--- src/shared/touch_regs_pkg.sv ---
// register map, field layout and reset values of the host register bank
// assumes a byte-wide register port decoded by the serial slave in front of it
// Summary of operation
// - compensation bit reads 1 while running, 0 when done; writing 1 starts a run
// - mode bits 1:0: 00 active (reset), 01 doze, 10 sleep, 11 reserved
// - host writes zeros to upper five mode bits; device may return anything
// - output-control bit 1 drives lit level, 0 dark level, when autolight off
// - output-control resets from power-up state; non-output pin bits have no effect
// - pin selector bits 2:0 choose pwm pin for intensity access; resets to 0
// - intensity write sets selected pin index; read returns selected pin index
// - each pin index resets to lit or dark level per power-up state
// - writing 0xDE then 0x00 to soft-reset register resets the chip
// - gateway config bits 5:4: 01 enables gateway, 00 disables, 10/11 reserved
// - gateway config bit 3 picks direction: 0 write memory, 1 read memory
// - every gateway exchange moves exactly eight bytes from the aligned base; the bank strobes one byte per window access and does not count them
// - burn unlock needs 0x62 in key-high; other values do not unlock
// - burn unlock also needs 0x9D in key-low
// - gateway bytes live at addresses 0..7; writing 000 to bits 5:3 closes
// - entering active or doze sets mode flag and asserts interrupt output
// - after keys, writing 0xA5 then 0x5A to base starts the burn
package touch_regs_pkg;
    // ************************************************************
    // register offsets
    // ************************************************************
    localparam logic [7:0] ADDR_COMP_MODE   = 8'h09;
    localparam logic [7:0] ADDR_OUT_CTRL    = 8'h0a;
    localparam logic [7:0] ADDR_PIN_SEL     = 8'h0b;
    localparam logic [7:0] ADDR_PIN_INT     = 8'h0c;
    localparam logic [7:0] ADDR_GW_CFG      = 8'h0d;
    localparam logic [7:0] ADDR_GW_BASE     = 8'h0e;
    localparam logic [7:0] ADDR_KEY_HIGH    = 8'hac;
    localparam logic [7:0] ADDR_KEY_LOW     = 8'had;
    localparam logic [7:0] ADDR_SOFT_RESET  = 8'hb1;
    localparam logic [7:0] ADDR_GW_LAST     = 8'h07;
    // ************************************************************
    // fields, keys and reset values
    // ************************************************************
    localparam int         COMP_BIT         = 2;
    localparam int         GW_DIR_BIT       = 3;
    localparam logic [1:0] GW_EN_ON         = 2'h1;
    localparam logic [7:0] RST_ARM_KEY      = 8'hde;
    localparam logic [7:0] RST_FIRE_KEY     = 8'h00;
    localparam logic [7:0] BURN_KEY_HI      = 8'h62;
    localparam logic [7:0] BURN_KEY_LO      = 8'h9d;
    localparam logic [7:0] BURN_GO_1        = 8'ha5;
    localparam logic [7:0] BURN_GO_2        = 8'h5a;
    localparam logic [7:0] GW_BASE_RESET    = 8'h00;
    localparam logic [7:0] GW_BASE_ALIGN    = 8'h07;
    // ************************************************************
    // operating modes and burn unlock states
    // ************************************************************
    typedef enum logic [1:0] {
        MODE_ACTIVE = 2'b00,
        MODE_DOZE   = 2'b01,
        MODE_SLEEP  = 2'b10,
        MODE_RSVD   = 2'b11
    } op_mode_t;
    typedef enum logic [2:0] {
        BURN_IDLE  = 3'b000,
        BURN_KEY1  = 3'b001,
        BURN_KEY2  = 3'b010,
        BURN_GO1   = 3'b011
    } burn_state_t;
endpackage

--- src/hdl/touch_ctrl_host_register_bank.sv ---
// host-visible control register bank of the touch controller
// assumes a decoded byte register port; wr/rd strobes are one-cycle pulses
`timescale 1ns/1ps
`default_nettype none
module touch_ctrl_host_register_bank
    import touch_regs_pkg::*;
#(
    parameter int PINS = 8
) (
    // clock and reset
    input  wire logic            clk,
    input  wire logic            rst,
    // register port
    input  wire logic            reg_wr,
    input  wire logic            reg_rd,
    input  wire logic [7:0]      reg_addr,
    input  wire logic [7:0]      reg_wdata,
    output logic [7:0]           reg_rdata,
    // configuration from parameter memory
    input  wire logic [PINS-1:0] output_powerup_state,
    input  wire logic [PINS-1:0] output_pin_enabled,
    input  wire logic [7:0]      lit_level,
    input  wire logic [7:0]      dark_level,
    input  wire logic            autolight_on,
    // sensing engine
    input  wire logic            comp_done,
    input  wire logic            mode_entered,
    input  wire logic            irq_clear,
    output logic                 comp_start,
    output logic [1:0]           op_mode,
    output logic                 interrupt_out_n,
    // lighting
    output logic [PINS*8-1:0]    pin_level,
    // parameter memory gateway
    output logic                 gw_enable,
    output logic                 gw_read,
    output logic [7:0]           gw_base,
    output logic                 gw_wr,
    output logic                 gw_rd,
    output logic [2:0]           gw_offset,
    output logic [7:0]           gw_wdata,
    input  wire logic [7:0]      gw_rdata,
    output logic                 burn_start,
    output logic                 chip_reset
);
    // ************************************************************
    // register state
    // ************************************************************
    logic [1:0]        mode_q, mode_d;
    logic              comp_q, comp_d, comp_start_q, comp_start_d;
    logic [PINS-1:0]   out_ctrl_q, out_ctrl_d;
    logic [2:0]        sel_q, sel_d;
    logic [7:0]        level_q [PINS], level_d [PINS];
    logic [1:0]        gw_en_q, gw_en_d;
    logic              gw_dir_q, gw_dir_d;
    logic [7:0]        base_q, base_d;
    logic              armed_q, armed_d, chip_rst_q, chip_rst_d;
    burn_state_t       burn_q, burn_d;
    logic              burn_go_q, burn_go_d;
    logic              irq_q, irq_d;
    logic              irq_n_q, irq_n_d, gw_on_q, gw_on_d;
    logic [7:0]        rdata_q, rdata_d;
    logic              gw_wr_q, gw_rd_q;
    logic [2:0]        gw_off_q;
    logic [7:0]        gw_wdata_q;
    logic              init_q;
    logic              gw_hit;

    // gateway window only covers 0..7 while enabled
    assign gw_hit = (gw_en_q == GW_EN_ON) && (reg_addr <= ADDR_GW_LAST);

    // ************************************************************
    // next-state logic
    // ************************************************************
    always_comb begin
        mode_d       = mode_q;
        comp_d       = comp_q;
        comp_start_d = 1'b0;
        out_ctrl_d   = out_ctrl_q;
        sel_d        = sel_q;
        level_d      = level_q;
        gw_en_d      = gw_en_q;
        gw_dir_d     = gw_dir_q;
        base_d       = base_q;
        armed_d      = armed_q;
        chip_rst_d   = 1'b0;
        burn_d       = burn_q;
        burn_go_d    = 1'b0;
        irq_d        = irq_q;
        rdata_d      = rdata_q;
        // power-up state loads once after reset release
        if (!init_q) begin
            out_ctrl_d = output_powerup_state;
            for (int i = 0; i < PINS; i++) begin
                level_d[i] = output_powerup_state[i] ? lit_level : dark_level;
            end
        end
        // completion clears the busy bit; a write cannot restart it
        if (comp_q && comp_done) begin
            comp_d = 1'b0;
        end
        // interrupt set wins over clear
        if (irq_clear) begin
            irq_d = 1'b0;
        end
        if (mode_entered) begin
            irq_d = 1'b1;
        end
        if (reg_wr && !gw_hit) begin
            case (reg_addr)
                ADDR_COMP_MODE: begin
                    mode_d = reg_wdata[1:0];
                    if (reg_wdata[COMP_BIT] && !comp_q) begin
                        comp_d       = 1'b1;
                        comp_start_d = 1'b1;
                    end
                end
                ADDR_OUT_CTRL:   out_ctrl_d = reg_wdata[PINS-1:0];
                ADDR_PIN_SEL:    sel_d = reg_wdata[2:0];
                ADDR_PIN_INT:    level_d[sel_q] = reg_wdata;
                ADDR_GW_CFG: begin
                    gw_en_d  = reg_wdata[5:4];
                    gw_dir_d = reg_wdata[GW_DIR_BIT];
                end
                ADDR_GW_BASE: begin
                    // burn sequence steals the base register writes
                    if (burn_q == BURN_KEY2 && reg_wdata == BURN_GO_1) begin
                        burn_d = BURN_GO1;
                    end else if (burn_q == BURN_GO1 && reg_wdata == BURN_GO_2) begin
                        burn_d    = BURN_IDLE;
                        burn_go_d = 1'b1;
                    end else begin
                        base_d = reg_wdata & ~GW_BASE_ALIGN;
                        burn_d = BURN_IDLE;
                    end
                end
                ADDR_KEY_HIGH: burn_d = (reg_wdata == BURN_KEY_HI) ? BURN_KEY1 : BURN_IDLE;
                ADDR_KEY_LOW: begin
                    burn_d = (burn_q == BURN_KEY1 && reg_wdata == BURN_KEY_LO)
                             ? BURN_KEY2 : BURN_IDLE;
                end
                ADDR_SOFT_RESET: begin
                    if (armed_q && reg_wdata == RST_FIRE_KEY) begin
                        chip_rst_d = 1'b1;
                        armed_d    = 1'b0;
                    end else begin
                        armed_d = (reg_wdata == RST_ARM_KEY);
                    end
                end
                default: ;
            endcase
        end
        // read data is registered; write-only registers read as zero
        if (reg_rd) begin
            if (gw_hit) begin
                rdata_d = gw_rdata;
            end else begin
                case (reg_addr)
                    ADDR_COMP_MODE: rdata_d = {5'h0, comp_q, mode_q};
                    ADDR_OUT_CTRL:  rdata_d = 8'(out_ctrl_q);
                    ADDR_PIN_SEL:   rdata_d = {5'h0, sel_q};
                    ADDR_PIN_INT:   rdata_d = level_q[sel_q];
                    ADDR_GW_CFG:    rdata_d = {2'h0, gw_en_q, gw_dir_q, 3'h0};
                    ADDR_GW_BASE:   rdata_d = base_q;
                    default:        rdata_d = 8'h00;
                endcase
            end
        end
        // pin-facing flags get flops of their own so no gate sits after them
        irq_n_d = ~irq_d;
        gw_on_d = (gw_en_d == GW_EN_ON);
    end

    // ************************************************************
    // registers
    // ************************************************************
    always_ff @(posedge clk or posedge rst) begin
        if (rst) begin
            mode_q       <= MODE_ACTIVE;
            comp_q       <= 1'b0;
            comp_start_q <= 1'b0;
            out_ctrl_q   <= '0;
            sel_q        <= 3'h0;
            for (int i = 0; i < PINS; i++) begin
                level_q[i] <= 8'h00;
            end
            gw_en_q      <= 2'h0;
            gw_dir_q     <= 1'b0;
            base_q       <= GW_BASE_RESET;
            armed_q      <= 1'b0;
            chip_rst_q   <= 1'b0;
            burn_q       <= BURN_IDLE;
            burn_go_q    <= 1'b0;
            irq_q        <= 1'b0;
            irq_n_q      <= 1'b1;
            gw_on_q      <= 1'b0;
            rdata_q      <= 8'h00;
            init_q       <= 1'b0;
        end else begin
            mode_q       <= mode_d;
            comp_q       <= comp_d;
            comp_start_q <= comp_start_d;
            out_ctrl_q   <= out_ctrl_d;
            sel_q        <= sel_d;
            level_q      <= level_d;
            gw_en_q      <= gw_en_d;
            gw_dir_q     <= gw_dir_d;
            base_q       <= base_d;
            armed_q      <= armed_d;
            chip_rst_q   <= chip_rst_d;
            burn_q       <= burn_d;
            burn_go_q    <= burn_go_d;
            irq_q        <= irq_d;
            irq_n_q      <= irq_n_d;
            gw_on_q      <= gw_on_d;
            rdata_q      <= rdata_d;
            init_q       <= 1'b1;
        end
    end

    // ************************************************************
    // gateway byte strobes, registered
    // ************************************************************
    always_ff @(posedge clk or posedge rst) begin
        if (rst) begin
            gw_wr_q    <= 1'b0;
            gw_rd_q    <= 1'b0;
            gw_off_q   <= 3'h0;
            gw_wdata_q <= 8'h00;
        end else begin
            gw_wr_q    <= reg_wr && gw_hit && !gw_dir_q;
            gw_rd_q    <= reg_rd && gw_hit && gw_dir_q;
            gw_off_q   <= reg_addr[2:0];
            gw_wdata_q <= reg_wdata;
        end
    end

    // ************************************************************
    // pin levels: one flop per pin; disabled pins hold zero
    // ************************************************************
    for (genvar p = 0; p < PINS; p++) begin : g_pin
        logic [7:0] lvl_q;
        always_ff @(posedge clk or posedge rst) begin
            if (rst) begin
                lvl_q <= 8'h00;
            end else if (!output_pin_enabled[p]) begin
                lvl_q <= 8'h00;
            end else if (!autolight_on) begin
                lvl_q <= out_ctrl_q[p] ? lit_level : dark_level;
            end
        end
        assign pin_level[p*8 +: 8] = lvl_q;
        // each output pin follows its control bit while autolight is off; other pins stay at zero
        pin_follow_a: assert property (@(posedge clk) disable iff (rst)
            output_pin_enabled[p] && !autolight_on
            |=> lvl_q == ($past(out_ctrl_q[p]) ? $past(lit_level) : $past(dark_level)))
            else $error("pin level wrong");
        pin_dark_a: assert property (@(posedge clk) disable iff (rst)
            !output_pin_enabled[p] |=> lvl_q == 8'h00) else $error("disabled pin lit");
    end

    // outputs straight from flops
    assign reg_rdata       = rdata_q;
    assign comp_start      = comp_start_q;
    assign op_mode         = mode_q;
    assign interrupt_out_n = irq_n_q;
    assign gw_enable       = gw_on_q;
    assign gw_read         = gw_dir_q;
    assign gw_base         = base_q;
    assign gw_wr           = gw_wr_q;
    assign gw_rd           = gw_rd_q;
    assign gw_offset       = gw_off_q;
    assign gw_wdata        = gw_wdata_q;
    assign burn_start      = burn_go_q;
    assign chip_reset      = chip_rst_q;

    // ************************************************************
    // checks
    // ************************************************************
    comp_start_a: assert property (@(posedge clk) disable iff (rst)
        reg_wr && !gw_hit && reg_addr == ADDR_COMP_MODE && reg_wdata[COMP_BIT] && !comp_q
        |=> comp_start && comp_q) else $error("compensation not started");
    comp_norestart_a: assert property (@(posedge clk) disable iff (rst)
        comp_q |=> !comp_start) else $error("compensation restarted");
    mode_write_a: assert property (@(posedge clk) disable iff (rst)
        reg_wr && !gw_hit && reg_addr == ADDR_COMP_MODE
        |=> op_mode == $past(reg_wdata[1:0])) else $error("mode not taken");
    soft_reset_a: assert property (@(posedge clk) disable iff (rst)
        chip_reset |-> $past(armed_q) && $past(reg_wdata) == RST_FIRE_KEY)
        else $error("reset without arm");
    disarm_a: assert property (@(posedge clk) disable iff (rst)
        armed_q && reg_wr && reg_addr == ADDR_SOFT_RESET && reg_wdata != RST_FIRE_KEY
        && reg_wdata != RST_ARM_KEY |=> !armed_q && !chip_reset)
        else $error("bad key kept arm");
    burn_seq_a: assert property (@(posedge clk) disable iff (rst)
        burn_start |-> $past(burn_q) == BURN_GO1) else $error("burn out of order");
    irq_set_a: assert property (@(posedge clk) disable iff (rst)
        mode_entered |=> !interrupt_out_n) else $error("mode irq lost");
    base_align_a: assert property (@(posedge clk) disable iff (rst)
        gw_base[2:0] == 3'h0) else $error("base not aligned");
    sel_read_a: assert property (@(posedge clk) disable iff (rst)
        reg_rd && !gw_hit && reg_addr == ADDR_PIN_INT
        |=> reg_rdata == $past(level_q[sel_q])) else $error("intensity readback");
    cov_comp_c: cover property (@(posedge clk) comp_start ##[1:20] !comp_q);
    cov_reset_c: cover property (@(posedge clk) chip_reset);
    cov_burn_c: cover property (@(posedge clk) burn_start);
    cov_gw_c: cover property (@(posedge clk) gw_wr ##[1:50] gw_rd);
endmodule
`default_nettype wire

--- config.mk ---
export PLATFORM = sky130hd
export DESIGN_NAME = touch_ctrl_host_register_bank
export DESIGN_NICKNAME = d
export VERILOG_FILES = /design/src/shared/touch_regs_pkg.sv /design/src/hdl/touch_ctrl_host_register_bank.sv
export SDC_FILE = /design/constraint.sdc
export NUM_CORES = 1
export LEC_CHECK = 0
export ABC_AREA = 1
export BUFFER_PORTS_ARGS = -buffer_cell sky130_fd_sc_hd__buf_2
export CORE_MARGIN = 1
export CORE_UTILIZATION = 50
export CTS_CLUSTER_SIZE = 30
export DETAILED_ROUTE_END_ITERATION = 8
export GPL_TIMING_DRIVEN = 0
export PLACE_DENSITY = 0.69
export SYNTH_ARGS = -nofsm -noshare
export SYNTH_HDL_FRONTEND = slang
export SYNTH_SLANG_ARGS = --single-unit
--- constraint.sdc ---
create_clock -name clk -period 8.3 [get_ports clk]
set_input_delay 0.415 -clock clk [delete_from_list [all_inputs] [get_ports clk]]
set_output_delay 0.415 -clock clk [all_outputs]
set_load 0.05 [all_outputs]
## Word level (Yosys, flattened, before mapping)

Index checks and enable logic that the tools add are counted.

- Register bits: 182
- Input port bits: 64
- Word-level logic and storage cells: 164

- $lt $le $gt $ge: 3
- Equal/unequal tests: 27
- Muxes and demuxes: 69
- Bitwise logic cells: 4
- Reductions and logical operators: 24

Operator list:

| cell | count |
|---|---|
| $mux 8 | 39 |
| $mux 64 | 3 |
| $bwmux 64 | 1 |
| $eq 8x4->1 const B | 6 |
| $eq 8x8->1 const B | 6 |
| $pmux 8 s6 | 1 |
| $bmux 8 s3 | 1 |
| $demux 8 s3 | 1 |
| $mux 1 | 18 |
| $eq 8x7->1 const B | 2 |
| $ne 2x2->1 const B | 8 |
| $logic_and 1x1->1 | 13 |
| $reduce_and 2->1 | 5 |
| $pmux 3 s3 | 1 |
| $le 8x3->1 const B | 1 |
| $logic_not 8->1 | 1 |
| $mux 2 | 4 |
| $eq 3x2->1 const B | 2 |
| $eq 2x1->1 const B | 2 |
| $ge 4x4->1 const B | 1 |
| $lt 4x1->1 const B | 1 |
| $not 3->4 | 1 |
| $reduce_and 4->1 | 1 |
| $eq 3x1->1 const B | 1 |
| 3 further kinds | 7 |

## Depth between registers and ports, before layout

Gate-level depths: netlist of run 1.

- Depth after elaboration: 8
- Depth in mapped cells: 10

## Worst setup path after synthesis of run 1

Ideal clock, no wire load.

- Path type: input-to-reg
- Start: input port reg_addr[7]
- End: register level_q[61] (netlist bit)
- Arrival time: 1.415 ns
- Path slack: 6.756 ns
- Stages on the path: 9
- Buffers on the path: 1
- Cells stage by stage: inv_2 -> nand2_4 -> nor2_8 -> nand3_4 -> nor2_8 -> nand2_4 -> buf_6 -> nand2_1 -> o21ai_2

RTL lines:

| element | line | text |
|---|---|---|
| from (decl) | touch_ctrl_host_register_bank.sv:16 | `input wire logic [7:0] reg_addr,` |
| to (signal assigned) | touch_ctrl_host_register_bank.sv:205 | `level_q <= level_d;` |
| to (decl) | touch_ctrl_host_register_bank.sv:53 | `logic [7:0] level_q [PINS], level_d [PINS];` |

## Final worst setup path of run 1

- Start: register sel_q[0]
- End: register rdata_q[4] (netlist: reg_rdata[4])

- Cells in the longest elaborated chain, start to end: 6

Ends and longest elaborated chain:

| element | line | text |
|---|---|---|
| from (decl) | touch_ctrl_host_register_bank.sv:52 | `logic [2:0] sel_q, sel_d;` |
| from (signal assigned) | touch_ctrl_host_register_bank.sv:204 | `sel_q <= sel_d;` |
| $not 3->4 (implied by the code) | touch_ctrl_host_register_bank.sv:162 | `ADDR_PIN_INT: rdata_d = level_q[sel_q];` |
| $bmux 8 s3 | touch_ctrl_host_register_bank.sv:162 |  |
| $mux 8 (implied by the code) (2 in a row) | touch_ctrl_host_register_bank.sv:162 |  |
| $pmux 8 s6 | touch_ctrl_host_register_bank.sv:158 | `case (reg_addr)` |
| $mux 8 | touch_ctrl_host_register_bank.sv:155 | `if (gw_hit) begin` |
| to (signal assigned) | touch_ctrl_host_register_bank.sv:216 | `rdata_q <= rdata_d;` |
| to (decl) | touch_ctrl_host_register_bank.sv:62 | `logic [7:0] rdata_q, rdata_d;` |

No other way between the ends. The select of a mux whose other input is x is not followed.
A chain may end at the register's enable or synchronous reset.

==> results.py, run 1 <==
metrics = {
    "status": {
        "status": "finished, final reports clean",
    },
    "clock_network": {
        "clkTransAtPathRegs_ps": 80,
        "holdBufCountCts": 0,
        "cts_tree": "done",
        "clkLatencyLatePin_ps": 450,
        "cts_resized": 0,
        "h-tree-depth": 4,
        "cts.sinks": 181,
        "clock_path_buffers": 2,
        "numCtsBuffers": 17,
        "root_buffer": "clkbuf_16",
        "post_cts_buffers": 0,
    },
    "worst_setup_path": {
        "worstReg2RegEnd": "reg_rdata[4]",
        "cp-start-kind": "flip-flop",
        "setup.worst_path.class": "reg -> reg",
        "crit_start": "sel_q[0]",
        "crit_fanout": 10,
        "end_kind": "flip-flop",
        "regToRegSetupSlack_ps": 6330,
        "reg2regPathDepth": 9,
        "required_ps": 8640,
        "r2r-start": "sel_q[0]",
        "worstPathArrival_ps": 2320,
    },
    "sta": {
        "rsz0062_at_grt": "false",
        "fin_crit_sh_pct": 23.8,
        "clock_skew_ps": 8.95,
        "drv_slew": 0,
        "period_needed_ps": 1970,
        "maxSlewHeadroom_pct": 32.4,
        "max_freq_ghz": 0.507,
        "timing_hold_violations_final": 0,
        "setup_viol": 0,
        "final.setup.tns_ps": 0,
        "worst_slew_pin_slew_ps": 1010,
    },
    "layout": {
        "area_growth_pct": 16.8,
        "drive_gt1_share_pct": 16.4,
        "final_nets": 1578,
        "nFillCells": 1910,
        "diodes": 0,
    },
    "floorplan": {
        "fp.dieH_um": 145,
        "die_area_sq_mm": 0.0211,
        "num_rows": 52,
        "io_pins": 165,
        "start_util_pct": 50.9,
        "core-area_sq_mm": 0.0202,
        "dieWidth_um": 145,
    },
    "power_and_ir_drop": {
        "total_power_uw": 2360,
        "p_leak_uw": 0.00636,
        "vdd_drop_max_mv": 0.170,
        "powerDensity_mw_per_mm2": 197,
    },
    "route": {
        "drc_errors": 0,
        "vias": 10100,
        "drtIter0Drc": 1060,
        "vias_per_cell": 5.64,
        "dr.pass1.iters": 7,
        "drt-total-wl_mm": 33.8,
        "ant_nets": 0,
        "wl_per_cell_um": 18.8,
    },
    "grt": {
        "grt_max_degree": 109,
        "antenna_found_initial": 0,
        "grt_pass1_vias": 9347,
        "grtUsageMet2_pct": 49.9,
        "busiest_layer": "met2",
        "grt_pass1_wl_mm": 51.8,
        "grt.total_usage_pct": 32.1,
        "grt_use_met3_pct": 4.59,
        "use_met1_pct": 44.3,
        "overflow": 0,
    },
    "placed_design": {
        "port_buffers": 137,
        "gp_congestion": 0.899,
        "hpwl_mm": 23.0,
    },
    "flow_run": {
        "drv_cap": 0,
    },
    "synthesis": {
        "ys_seq_area_share_pct": 44.1,
        "synth_cells": 1355,
        "avgSynthCellArea_sq_um": 7.58,
        "synth_warnings": 0,
        "ys_seq_elements": 181,
        "syn-cell-area_sq_mm": 0.0103,
        "ys_types": 32,
    },
    "worst_hold_path": {
        "hold_class": "in -> async",
    },
}
## layout by cell type, fill, tap and decap left out, drive strengths merged, types with 4 or more instances in the layout
| cell type | n |
|---|---|
| nor3 | 4 |
| mux2i | 64 |
| dfrtp | 180 |
| nand4 | 7 |
| o21ai | 280 |
| clkinv | 6 |
| nand2 | 399 |
| clkbuf | 90 |
| mux2 | 8 |
| nor2 | 61 |
| conb | 4 |
| buf | 166 |
| nand3 | 129 |
| inv | 120 |
## flip-flops by register name, summed over array words and instances (netlist names), 2 cells and up
name         cells
gw_offset        3
sel_q            3
gw_en_q          2
g_pin.lvl_q     64
gw_base          5
out_ctrl_q       8
op_mode          2
level_q         64
reg_rdata        8
burn_q           2
gw_wdata         8
## routing by layer
layer	vias up	wire length [um]
met2	553	15500
met3	107	2840
met5	-	0
met1	4756	14100
met4	0	1420
li1	4725	-
## report_power, final
part	switching (uW)	internal, uW	leakage (uW)
registers	37.1	948	0.00229
logic	353	132	0.00376
clock network	417	471	0.000317
total	807	1550	0.00636
## worst max-delay path by stage
stage	cells after the start	slack, ps	endpoint
2_1_floorplan	1	2970	armed_q
3_3_place_gp	2	760	irq_q
3_5_place_dp	7	6320	level_q[10]
4_1_cts	9	6360	reg_rdata[4]
5_1_grt	9	6190	reg_rdata[4]
6_report	9	6330	reg_rdata[4]
## final cells by class
cell class	instances	area (sq um)	area share [%]
buffer	101	469	3.91
sequential	181	4530	37.8
clock buffer	17	425	3.55
tap	270	338	2.82
multi-input combinational	962	4850	40.5
inverter	113	432	3.60
timing repair buffer	138	713	5.95
clock inverter	15	229	1.91
## through the flow
step	setup slack [ps]	std cells	instance area [sq um]	hold slack (ps)	utilization [%]
CTS	6360	1797	12000	37.1	59.4
floorplan	2970	1357	10300	375	-
detailed placement	6320	1765	11300	399	56.2
global placement	764	1764	11300	389	56.0
global route	6190	1797	12000	73.7	59.4
finish	6330	1797	12000	7.53	59.4
## critical path: stages (launching register included)
cell,delay [ps]
dfrtp_1,320
buf_2,250
buf_1,560
nand2_1,110
nand3_1,130
nand2_1,130
o21ai_1,180
nand2_1,80
nand2_1,70
nand2_1,50
## synth_stat cells, drive strengths merged
cell,instances,area [sq um]
buf,28,195
nand4,7,43.8
nand3,129,663
dfrtp,180,4500
nor3,4,20.0
nand3b,1,7.51
nor2,61,308
o21ai,280,1450
conb,2,7.51
a21oi,2,10.0
o22ai,1,6.26
mux2i,64,641
clkbuf,73,274
nand2,399,1580
nor4,1,6.26
dfstp,1,26.3
mux2,8,90.1
inv,113,424
nor3b,1,7.51
## cells by family (layout without fill, tap and decap cells)
kind of cell	Yosys count	count (layout)	share of synthesized area [%]
compound gates	283	283	14.3
buf+inv	214	384	8.70
flops	181	181	44.1
mux	72	72	7.12
other cells	2	4	0.0731
simple gates	603	603	25.7
No activity file was read; power rests on OpenSTA's default activity.
==> run 2, diff against run 1 <==
clock period = 2.1 ns   (was 8.3 ns; I/O delays follow)
==> results.py, run 2 (synthesis gave the netlist of run 1 again) <==
metrics = {
    "power_and_ir_drop": {
        "combPwrFrac_pct": 21.3,
        "p_leak_uw": 0.00646,
        "pwr-share-clk_pct": 36.5,
        "switchingPower_uw": 3190,
        "vdd_drop_max_mv": 0.622,
        "switching_share_pct": 34.6,
        "seqPwrFrac_pct": 42.2,
        "p_int_uw": 6030,
        "powerDensity_mw_per_mm2": 755,
    },
    "sta": {
        "maxSlewHeadroom_pct": 26.2,
        "clock_skew_ps": 9.56,
        "setup_viol": 0,
        "rsz0062_at_grt": "false",
        "fin_crit_sh_pct": 95.7,
        "worst_slew_pin_slew_ps": 1110,
        "timing_hold_violations_final": 0,
        "final.setup.tns_ps": 0,
        "max_freq_ghz": 0.497,
        "worst_slack_ps": 89.8,
        "drv_slew": 0,
        "period_needed_ps": 2010,
    },
    "layout": {
        "final_common_cell": "nand2_1",
        "final_cell_mix": "nand2_1, o21ai_0, dfrtp_1, buf_2, nand3_1",
        "register_area_sq_mm": 0.00453,
        "multi_input_area_sq_mm": 0.00485,
        "area_growth_pct": 19.0,
        "nFillCells": 1907,
        "drive_gt1_share_pct": 16.4,
        "finalNonFillerCells": 1821,
        "top_regs": "g_pin.lvl_q (64), level_q (64)",
        "diodes": 0,
        "final_nets": 1602,
    },
    "worst_setup_path": {
        "crit_start": "sel_q[0]",
        "cp-start-kind": "flip-flop",
        "cpLargestDelayFamily": "buffers and inverters",
        "worstPathArrival_ps": 2350,
        "crit_fanout": 10,
        "crit_top_cell": "nand2_1",
        "slowest_delay_ps": 590,
        "end_kind": "flip-flop",
        "required_ps": 2440,
        "path_cells": "buf_2 > buf_1 > nand2_1 > nand3_1 > nand2_1 > o21ai_1 > nand2_1 > nand2_1 > nand2_1",
        "critPathSlowestCell": "buf_1",
        "r2r-start": "sel_q[0]",
        "setup.worst_path.class": "reg -> reg",
        "crit_buf_inv": 2,
    },
    "grt": {
        "grt.total_usage_pct": 32.7,
        "antenna_found_initial": 0,
        "grt_pass1_vias": 9466,
        "grt_pass1_wl_mm": 52.7,
        "grt_max_degree": 41,
        "overflow": 0,
    },
    "clock_network": {
        "cts_resized": 0,
        "clkLatencyLatePin_ps": 440,
        "numCtsBuffers": 17,
        "clkTransAtPathRegs_ps": 70,
        "clock_path_buffers": 2,
        "cts.sinks": 181,
        "root_buffer": "clkbuf_16",
        "cts_tree": "done",
        "h-tree-depth": 4,
    },
    "route": {
        "vias": 10200,
        "drtIter0Drc": 1166,
        "wl_per_cell_um": 18.9,
        "drt-total-wl_mm": 34.5,
        "dr.pass1.iters": 6,
        "drc_errors": 0,
        "vias_per_cell": 5.60,
        "ant_nets": 0,
    },
    "floorplan": {
        "dieWidth_um": 145,
        "fp.dieH_um": 145,
        "die_area_sq_mm": 0.0211,
        "start_util_pct": 50.9,
        "io_pins": 165,
        "num_rows": 52,
        "core-area_sq_mm": 0.0202,
    },
    "placed_design": {
        "port_buffers": 137,
        "dp_worst_setup_slack_ps": 201,
        "gp_congestion": 0.920,
        "hpwl_mm": 23.6,
        "placed_cells": 1768,
    },
    "status": {
        "status": "finished, final reports clean",
    },
    "flow_run": {
        "drv_cap": 0,
    },
    "worst_hold_path": {
        "hold_path_startpoint": "gw_rdata[0]",
        "hold_class": "in -> reg",
    },
}
## run 2: changes by cell type in the layout (fill, tap and decap cells not counted), moves of 3 or more
cell,delta
inv_6,+3
inv_8,-4
dlygate4sd3_1,+21
buf_12,+4
## run 2: final timing paths
path / to / slack, ps / cells past startpoint
worst max register to register: reg_rdata[5] / 90 / 9
worst min register to register: reg_rdata[1] / 480 / 2
min in group asynchronous: g_pin[5].lvl_q[4] / 320 / 3
max in group asynchronous: interrupt_out_n / 810 / 5
worst min-delay path: reg_rdata[0] / 3 / 5
worst max-delay path: reg_rdata[5] / 90 / 9
## run 2: power groups by stage
stage                     clock (uW)  sequential [uW]  combinational, uW
after floorplan                    0             4330                955
after global placement             0             3950               1870
after detailed placement           0             3950               1900
after CTS                       3380             3890               1940
after global routing            3510             3920               2120
final                           3360             3890               1970
## run 2: area by class of cell
cell class                 instances  area share (%)
buffer                           101            3.84
clock buffer                      17            3.48
clock inverter                    15            1.64
inverter                         113            3.50
multi-input combinational        962            39.7
sequential                       181            37.1
tap                              270            2.76
timing repair buffer             162            7.99
## run 2: layer usage
| layer | wire length, um | share of wire [%] | global-route usage, % |
|---|---|---|---|
| met5 | 0 | 0 | 0 |
| met4 | 1430 | 4.2 | 14.5 |
| met3 | 2820 | 8.2 | 6.16 |
| met2 | 15800 | 46 | 50.9 |
| met1 | 14500 | 42 | 44.7 |
## run 2: per-stage QoR
stage                     hold WS, ps  cell area (sq um)  power, uW  util [%]
after floorplan                   136              10300       5280         -
after global placement            232              11300       5820      56.0
after detailed placement          242              11400       5860      56.4
after CTS                        3.18              12200       9210      60.6
after global routing             33.8              12200       9540      60.6
final                            2.74              12200       9220      60.6
## run 2: worst min-delay path: cells and delay by family
| kind | cells | cell delay (ps) |
|---|---|---|
| and+or+nand+nor | 4 | 220 |
| buffers and inverters | 1 | 80 |
## run 2: repair_timing
action                                 4_1_cts  5_1_grt
hold buffers                                21        0
setup buffers                                0        0
endpoints found under the hold margin       56        0
